`src/hw/cer_consts.vh`:
```
// Purpose: Constants for the clock selection and external reset sequencing block.
// Assumes: Included by cer_clock_reset.v only.
// Notes: Offsets are byte addresses on the plain register port.
`ifndef CER_CONSTS_VH
`define CER_CONSTS_VH

// Register offsets on the 8-bit register port.
`define CER_OSC_CTRL_ADDR 8'hCA
`define CER_STATUS_ADDR 8'hCB

// Field positions inside the oscillator control register.
`define CER_STOP_FAST_BIT 1
`define CER_SLOW_SEL_BIT 2
`define CER_CPU_MODE_LO 3
`define CER_CPU_MODE_HI 4

// Reset value of the writable oscillator control bits [4:1].
`define CER_OSC_CTRL_RST 4'h0

// Fast source selection codes.
`define CER_SRC_INT_FAST_RC 3'h0
`define CER_SRC_EXT_RC 3'h1
`define CER_SRC_XTAL_32K 3'h2
`define CER_SRC_XTAL_12M 3'h3
`define CER_SRC_XTAL_4M 3'h4

// Divider selection codes: ratio is 2 to the power of the code, 1 to 16.
`define CER_DIV_CODE_MAX 3'h4
`define CER_DIV_CODE_FILTER_MAX 3'h2
`define CER_SLOW_DIVIDE 5'h04

// Warm-up length in slow oscillator edges.
`define CER_WARMUP_EDGES 2048

// Samples for which the external oscillator must be stable to pass the filter.
`define CER_FILTER_SAMPLES 2'h2

`endif

```
`src/hw/cer_clock_reset.v`:
```
// Purpose: System clock source selection, instruction-rate divider and external reset sequence.
// Assumes: Oscillator outputs and the reset pin are sampled by mclk_in, so they must be slower
// Assumes: than half the 20 MHz sampling clock; faster sources are a limitation of this model.
// Notes: The instruction rate appears as a one-cycle tick, not as a generated clock.
//
// Added by the designer: the address map and the plain strobed port.
`timescale 1ns/10ps
`include "cer_consts.vh"

//Function
//- Pin resets only when reset option selected.
//- Reset pin low resets, high runs.
//- Pin honoured at power-up and while running.
//- Stay in reset until pin goes high.
//- Initialise all registers after pin release.
//- Wait oscillator warm-up, then deliver clock.
//- Then start fetching at address zero.
//- Option chooses internal or external fast source.
//- Software bit may select the slow oscillator.
//- Normal mode divides fast clock 1 to 16.
//- Slow mode divides slow clock by four.
//- Filter on limits divider to four.
//- Filter suppresses glitches on external oscillator.
//- Slow select zero normal, one slow.
module cer_clock_reset #(
	parameter WARMUP_EDGES = `CER_WARMUP_EDGES
) (
	input wire mclk_in,
	input wire reset_n_in,
	input wire reset_pin_enable_in,
	input wire ext_reset_n_in,
	input wire [2:0] fast_osc_select_in,
	input wire [2:0] cpu_div_select_in,
	input wire noise_filter_enable_in,
	input wire internal_fast_rc_in,
	input wire ext_osc_in,
	input wire internal_slow_rc_in,
	input wire [7:0] reg_addr_in,
	input wire [7:0] reg_wdata_in,
	input wire reg_write_in,
	input wire reg_read_in,
	output reg [7:0] reg_rdata_out,
	output reg sys_reset_n_out,
	output reg reg_init_out,
	output reg sys_clock_enable_out,
	output reg fetch_start_out,
	output reg [11:0] fetch_addr_out,
	output reg fcpu_tick_out,
	output reg slow_mode_out
);

	// Sequencer states, one-hot.
	localparam ST_WAIT_PIN = 4'b0001;
	localparam ST_INIT = 4'b0010;
	localparam ST_WARMUP = 4'b0100;
	localparam ST_RUN = 4'b1000;

	// Number of asynchronous inputs that pass through a synchroniser.
	localparam NSYNC = 4;

	// Asynchronous inputs gathered into one vector for the synchroniser loop.
	wire [NSYNC-1:0] async_in;
	// Synchroniser first stage; only the second stage reads it.
	reg [NSYNC-1:0] sync_meta;
	// Synchroniser second stage; the first place logic may look.
	reg [NSYNC-1:0] sync_stable;
	// One more stage for edge detection on the oscillator samples.
	reg [NSYNC-1:0] sync_prev;

	// Sequencer state register and its next value.
	reg [3:0] state;
	reg [3:0] next_state;
	// Warm-up counter of slow oscillator edges.
	reg [11:0] warmup_count;
	// Oscillator control register fields.
	reg stop_fast;
	reg slow_clock_select;
	reg [1:0] cpu_mode;
	// Filtered external oscillator level and its stability counter.
	reg ext_filtered;
	reg [1:0] filter_count;
	reg ext_filtered_prev;
	// Instruction divider counter.
	reg [4:0] div_count;

	// Decoded helpers.
	wire pin_low;
	wire use_internal_fast;
	wire fast_raw_edge;
	wire ext_filt_edge;
	wire fast_edge;
	wire slow_edge;
	wire src_edge;
	wire [2:0] div_code_clamped;
	wire [2:0] div_code_eff;
	wire [4:0] fast_divide;
	wire [4:0] divide;

	assign async_in = {internal_slow_rc_in, ext_osc_in, internal_fast_rc_in, ext_reset_n_in};

	// Two-flop synchronisers for every pin that comes from outside the clock domain.
	genvar gi;
	generate
		for (gi = 0; gi < NSYNC; gi = gi + 1)
		begin : g_sync
			always @(posedge mclk_in)
			begin
				if (!reset_n_in)
				begin
					// Reset pin samples idle high so a released pin does not look asserted.
					sync_meta[gi] <= (gi == 0) ? 1'b1 : 1'b0;
					sync_stable[gi] <= (gi == 0) ? 1'b1 : 1'b0;
					sync_prev[gi] <= (gi == 0) ? 1'b1 : 1'b0;
				end
				else
				begin
					sync_meta[gi] <= async_in[gi];
					sync_stable[gi] <= sync_meta[gi];
					sync_prev[gi] <= sync_stable[gi];
				end
			end
		end
	endgenerate

	// The pin counts only when the option selects the reset function; low is reset.
	assign pin_low = reset_pin_enable_in && !sync_stable[0];

	// Source choice: code zero is the internal fast RC, every other code an external type.
	assign use_internal_fast = (fast_osc_select_in == `CER_SRC_INT_FAST_RC);
	assign fast_raw_edge = sync_stable[1] && !sync_prev[1];
	assign ext_filt_edge = ext_filtered && !ext_filtered_prev;
	// The filter only sits on the external path; the internal RC is clean already.
	assign fast_edge = !stop_fast &&
		(use_internal_fast ? fast_raw_edge : (noise_filter_enable_in ? ext_filt_edge :
		(sync_stable[2] && !sync_prev[2])));
	assign slow_edge = sync_stable[3] && !sync_prev[3];

	// Slow select bit: zero keeps the fast clock, one feeds the slow RC to the divider.
	assign src_edge = slow_clock_select ? slow_edge : fast_edge;

	// Codes above 4 are treated as 4 (ratio 16) so the divider never overruns its counter.
	assign div_code_clamped = (cpu_div_select_in > `CER_DIV_CODE_MAX) ?
		`CER_DIV_CODE_MAX : cpu_div_select_in;
	// With the filter on the ratio is held at four or less.
	assign div_code_eff = (noise_filter_enable_in && (div_code_clamped > `CER_DIV_CODE_FILTER_MAX))
		? `CER_DIV_CODE_FILTER_MAX : div_code_clamped;
	assign fast_divide = 5'h01 << div_code_eff;
	// Slow mode ignores the divider option altogether.
	assign divide = slow_clock_select ? `CER_SLOW_DIVIDE : fast_divide;

	// Glitch filter: a new external level is accepted only after it stands for a few samples.
	// This trades a small fixed delay on each edge for immunity to short spikes.
	always @(posedge mclk_in)
	begin
		if (!reset_n_in)
		begin
			ext_filtered <= 1'b0;
			ext_filtered_prev <= 1'b0;
			filter_count <= 2'h0;
		end
		else
		begin
			ext_filtered_prev <= ext_filtered;
			if (sync_stable[2] == ext_filtered)
			begin
				// Level agrees with the accepted one; restart the stability count.
				filter_count <= 2'h0;
			end
			else if (filter_count == `CER_FILTER_SAMPLES - 2'h1)
			begin
				// Level held long enough; accept it.
				ext_filtered <= sync_stable[2];
				filter_count <= 2'h0;
			end
			else
			begin
				// Still unproven; keep counting.
				filter_count <= filter_count + 2'h1;
			end
		end
	end

	// Next-state logic of the reset sequencer.
	always @*
	begin
		next_state = state;
		case (state)
			ST_WAIT_PIN:
			begin
				// Hold here while the pin is still low.
				if (!pin_low)
				begin
					next_state = ST_INIT;
				end
			end
			ST_INIT:
			begin
				// One cycle of register initialisation, then warm-up.
				next_state = ST_WARMUP;
			end
			ST_WARMUP:
			begin
				if (slow_edge && (warmup_count == WARMUP_EDGES - 1))
				begin
					next_state = ST_RUN;
				end
			end
			ST_RUN:
			begin
				next_state = ST_RUN;
			end
			default:
			begin
				next_state = ST_WAIT_PIN;
			end
		endcase
		// A low pin overrides every state, during power-up and in normal running.
		if (pin_low)
		begin
			next_state = ST_WAIT_PIN;
		end
	end

	// Sequencer registers and its registered outputs.
	always @(posedge mclk_in)
	begin
		if (!reset_n_in)
		begin
			state <= ST_WAIT_PIN;
			warmup_count <= 12'h000;
			sys_reset_n_out <= 1'b0;
			reg_init_out <= 1'b0;
			sys_clock_enable_out <= 1'b0;
			fetch_start_out <= 1'b0;
			fetch_addr_out <= 12'h000;
		end
		else
		begin
			state <= next_state;
			// Warm-up counts slow oscillator edges only while warming up.
			if (state != ST_WARMUP)
			begin
				warmup_count <= 12'h000;
			end
			else if (slow_edge)
			begin
				warmup_count <= warmup_count + 12'h001;
			end
			// System reset is released only in the cycle the sequencer reaches run.
			sys_reset_n_out <= (next_state == ST_RUN);
			reg_init_out <= (next_state == ST_INIT);
			sys_clock_enable_out <= (next_state == ST_RUN);
			// Fetch starts once, at address zero, on entry into run.
			fetch_start_out <= (next_state == ST_RUN) && (state != ST_RUN);
			fetch_addr_out <= 12'h000;
		end
	end

	// Oscillator control register; cleared by power reset and again during initialisation.
	always @(posedge mclk_in)
	begin
		if (!reset_n_in || (state == ST_INIT))
		begin
			{cpu_mode, slow_clock_select, stop_fast} <= `CER_OSC_CTRL_RST;
		end
		else if (reg_write_in && (reg_addr_in == `CER_OSC_CTRL_ADDR) && (state == ST_RUN))
		begin
			// Software may change the mode only once the system runs.
			stop_fast <= reg_wdata_in[`CER_STOP_FAST_BIT];
			slow_clock_select <= reg_wdata_in[`CER_SLOW_SEL_BIT];
			cpu_mode <= reg_wdata_in[`CER_CPU_MODE_HI:`CER_CPU_MODE_LO];
		end
	end

	// Instruction-rate divider: one tick per divide source edges, only while running.
	always @(posedge mclk_in)
	begin
		if (!reset_n_in || (state != ST_RUN))
		begin
			div_count <= 5'h00;
			fcpu_tick_out <= 1'b0;
			slow_mode_out <= 1'b0;
		end
		else
		begin
			slow_mode_out <= slow_clock_select;
			fcpu_tick_out <= 1'b0;
			if (src_edge)
			begin
				if (div_count >= divide - 5'h01)
				begin
					// Last edge of the period; emit the tick and restart.
					div_count <= 5'h00;
					fcpu_tick_out <= 1'b1;
				end
				else
				begin
					div_count <= div_count + 5'h01;
				end
			end
		end
	end

	// Read port: data stand in the cycle after the read strobe and only then.
	always @(posedge mclk_in)
	begin
		if (!reset_n_in)
		begin
			reg_rdata_out <= 8'h00;
		end
		else if (reg_read_in)
		begin
			case (reg_addr_in)
				`CER_OSC_CTRL_ADDR:
				begin
					// Unused bits read as zero.
					reg_rdata_out <= {3'h0, cpu_mode, slow_clock_select, stop_fast, 1'b0};
				end
				`CER_STATUS_ADDR:
				begin
					// Sequencer state in the low nibble, live pin level above it.
					reg_rdata_out <= {3'h0, sync_stable[0], state};
				end
				default:
				begin
					// Unmapped addresses read as zero.
					reg_rdata_out <= 8'h00;
				end
			endcase
		end
		else
		begin
			reg_rdata_out <= 8'h00;
		end
	end

endmodule

```
`config.mk`:
```
export PLATFORM = sky130hd
export DESIGN_NAME = cer_clock_reset
export DESIGN_NICKNAME = d
export VERILOG_FILES = /design/src/hw/cer_clock_reset.v
export VERILOG_INCLUDE_DIRS = /design/src /design/src/hw
export SDC_FILE = /design/constraint.sdc
export NUM_CORES = 1
export LEC_CHECK = 0
export CAP_MARGIN = 20
export CORE_MARGIN = 2
export CORE_UTILIZATION = 31
export DETAILED_ROUTE_END_ITERATION = 10
export DONT_BUFFER_PORTS = 1
export GPL_TIMING_DRIVEN = 0
export PLACE_DENSITY = 0.49
export SLEW_MARGIN = 20
export SYNTH_ARGS = -nofsm -noshare
export SYNTH_HDL_FRONTEND = slang
export SYNTH_SLANG_ARGS = --single-unit
```
`constraint.sdc`:
```
create_clock -name mclk_in -period 9.69 [get_ports mclk_in]
set_clock_uncertainty 0.2 [all_clocks]
set_input_delay 0 -clock mclk_in [delete_from_list [all_inputs] [get_ports mclk_in]]
set_output_delay 0 -clock mclk_in [all_outputs]
set_load 0.03 [all_outputs]
```
==> reports/summary.txt <==
result of the run - finished clean
number of buffers inserted by hold repair at cts - 23
max_cap viols - 0
mux cell area share after synthesis - 2.58%
number of nets in the finished design - 331
wire length of the first global-routing pass - 7860 µm
total standard cell area after synthesis - 2330 µm²
Top FF cell, synth - sky130_fd_sc_hd__dfxtp_1
cell type of the slowest stage on the worst timing path - sky130_fd_sc_hd__or4_1
worst hold path type - in -> reg
CTS HTree Levels - 2
hold slack - 0.0124 ns
Resized Gates After CTS - 0
core region area - 7250 µm²
count of pins on the block boundary - 58
global placement routability congestion - 0.765
startpoint types - register
Leakage - 1.09 nW
horizontal die dimension - 90.7 µm
worst-skew pair later-pin latency - 0.30 ns
endpoint of the most critical register-to-register path - div_count[4]
number of synthesized flops with an enable pin - 0
Peak supply drop - 0.0000830 V
cell repeated most along the worst path - sky130_fd_sc_hd__ha_1
detailed-route vias per instance - 4.58
Final Hold Fails - 0
DR DRC count - 0
register bit total from synthesis - 50
total setup buffers inserted after CTS - 0
worst hold path stage count - 4
Buffers on Ports - 0
vertical die dimension - 90.7 µm
clk sinks - 50
synthesis-to-layout area growth - 21.4%
Max Fanout on Critical Path - 10
CP Data Required Time - 9.70 ns
maximum clock insertion buffer count - 2
DP Wirelength - 3130 µm
Least-Margin Pin Slew - 0.510 ns
fin crit period - 3.38 ns
leading post-synthesis cells by cell area - sky130_fd_sc_hd__dfxtp_1, sky130_fd_sc_hd__buf_4, sky130_fd_sc_hd__ha_1
Avg Cell Area, Syn - 9.48 µm²
combinational family with the most area after synthesis - simple AND/OR/NAND/NOR gates
total setup violations reported at the end of the flow - 0
antenna violations before repair - 0
clock slew at the register clock pins of the worst setup and hold paths - 0.09 ns
share of the clock period used by the worst path - 34.9%
worst rel slew slack - 65.7%
CTS buffer count - 5
layout cells sized above 1 - 15.5%
router iterations before antenna repair - 4
final setup TNS - 0 ns
Worst Reg2Reg Path Length in Cells - 10
DR vias - 1785
drt initial violations - 63
die area - 8230 µm²
simple-gate portion of the synthesized area - 25.4%
initial core utilization - 32.2%
number of distinct standard cells referenced by the synthesized netlist - 51
row count - 31
slack of the worst reg-to-reg path - 6.31 ns
clock tree from TritonCTS - yes
filler cell count in the final layout - 744
critical path capture point type - register
Global Route Usage Sum - 11.7%
ratio of total power to cell area - 134 nW/µm²
maximum clock frequency - 0.296 GHz
portion of synthesized cell area occupied by the leading cell type - 42.9%
final slew viol count - 0
library cell used as clock root buffer - sky130_fd_sc_hd__clkbuf_8
sequential element share of the synthesized area - 42.9%
Antenna diodes - 0
Yosys Warn Count - 0
start-to-end type of the worst setup path - reg -> reg
list of cells traversed by the critical path - buf_2 > or4_1 > ha_1 > nor3b_1 > a21oi_1 > or2_2 > ha_1 > a21o_4 > a311o_4 > o41ai_2
proportion of synthesized flip-flops having asynchronous set or reset - 0%
startpoint of the most critical hold path - reg_write_in
Final ANT Viol Nets - 0
largest net degree at the start of global routing - 15
mean routed wirelength per cell - 11.7 µm
complex-gate fraction of the synthesized area - 12.0%
post-synthesis share of cell area spent on xor and xnor gates - 3.76%
overflow left after global routing - 0
data arrival time of the worst path - 3.39 ns
adder and majority cell fraction of the synthesized area - 4.83%
endpoint with the worst hold slack - slow_clock_select
worst stage delay on the critical path - 0.57 ns
cell taking the most area after synthesis - sky130_fd_sc_hd__dfxtp_1
Worst R2R Start - slow_clock_select
unrepaired setup endpoints after global routing - no
final wirelength - 4550 µm
via count of the first global-routing pass - 1682
Post-Synthesis Cells - 246
## critical path, delay by kind of cell (launching register included)
kind                       cells  cell delay, ns
adders and majority gates      2            0.57
AOI/OAI and AO/OA              4            0.98
DFF                            1            0.33
buffers and inverters          1            0.18
and+or+nand+nor                3            1.03
## cell type report
type,instances,area [µm²],share of cell area (%)
Inverter,7,26.3,0.928
Clock inverter,1,5.00,0.177
Buffer,25,168,5.92
Sequential cell,50,1000,35.4
Multi-Input combinational cell,178,1190,42.0
Timing Repair Buffer,23,230,8.13
Clock buffer,7,86.3,3.05
Tap cell,99,124,4.38
## state kept, by name, indices dropped and copies added, names as in the netlist
register              count
warmup_count             12
div_count                 5
reg_rdata_out             5
state                     4
sync_meta                 4
sync_stable               4
sync_prev                 3
cpu_mode                  2
filter_count              2
ext_filtered              1
ext_filtered_prev         1
fcpu_tick_out             1
fetch_start_out           1
reg_init_out              1
slow_clock_select         1
slow_mode_out             1
stop_fast                 1
sys_clock_enable_out      1
## synthesized netlist by cell type, types with 4 or more instances
master and instances:
sky130_fd_sc_hd__dfxtp_1 50, sky130_fd_sc_hd__nor2_1 28, sky130_fd_sc_hd__buf_4 16, sky130_fd_sc_hd__nand3_1 11, sky130_fd_sc_hd__and2_1 10, sky130_fd_sc_hd__ha_1 9
sky130_fd_sc_hd__nand2_1 9, sky130_fd_sc_hd__a21oi_1 8, sky130_fd_sc_hd__inv_1 6, sky130_fd_sc_hd__mux2i_1 6, sky130_fd_sc_hd__nand2b_1 6, sky130_fd_sc_hd__nor3_1 6
sky130_fd_sc_hd__and3_1 5, sky130_fd_sc_hd__buf_2 5, sky130_fd_sc_hd__nor2b_1 5, sky130_fd_sc_hd__xnor2_1 5, sky130_fd_sc_hd__xor2_1 5, sky130_fd_sc_hd__a22oi_1 4
## cells by family after synthesis
family | count (synthesis)
AND/OR/NAND/NOR | 105
flip-flops | 50
AO/OA/AOI/OAI | 33
buffers and inverters | 32
XOR/XNOR | 10
adder cells (fa/ha/maj) | 9
multiplexers | 6
other | 1
## where the power goes
| part | switching [mW] | leakage (nW) | internal [mW] |
|---|---|---|---|
| clock | 0.0678 | 0.0482 | 0.0578 |
| sequential | 0.00457 | 0.406 | 0.210 |
| combinational | 0.0219 | 0.633 | 0.0175 |
| total | 0.0943 | 1.09 | 0.285 |
## cell usage in the layout, fill, tap and decap left out, drive strengths merged, types with 9 or more instances in the layout
master,n
a21oi,9
and2,11
buf,22
clkbuf,10
conb,15
dfxtp,50
dlygate4sd3,23
ha,9
nand2,9
nand3,11
nor2,28
## metal layers
layer / track usage (%) / routed length [µm] / vias up
met5: 0 / 0 / -
met4: 4.62 / 77 / 0
met3: 3.17 / 271 / 7
met2: 18.3 / 1970 / 46
met1: 15.3 / 2230 / 815
li1: - / - / 917
## stage by stage
step / instances / instance area [µm²] / setup slack [ns] / utilization, % / power (mW)
3_3_place_gp: 359 / 2510 / 6.34 / 34.6 / 0.252
4_1_cts: 390 / 2830 / 6.28 / 39.0 / 0.384
3_5_place_dp: 359 / 2510 / 6.31 / 34.6 / 0.252
6_report: 390 / 2830 / 6.31 / 39.0 / 0.379
2_1_floorplan: 260 / 2380 / 6.50 / - / 0.248
5_1_grt: 390 / 2830 / 6.15 / 39.0 / 0.400
## worst max path at each step
| stage | startpoint | end | slack, ns | depth (start not counted) |
|---|---|---|---|---|
| finish | slow_clock_select | div_count[4] | 6.31 | 10 |
| global route | slow_clock_select | div_count[4] | 6.15 | 10 |
| CTS | slow_clock_select | div_count[4] | 6.28 | 10 |
| detailed placement | slow_clock_select | div_count[4] | 6.31 | 10 |
| global placement | slow_clock_select | div_count[4] | 6.34 | 10 |
| floorplan | slow_clock_select | div_count[3] | 6.50 | 10 |
(Power assumes the default switching activity.)
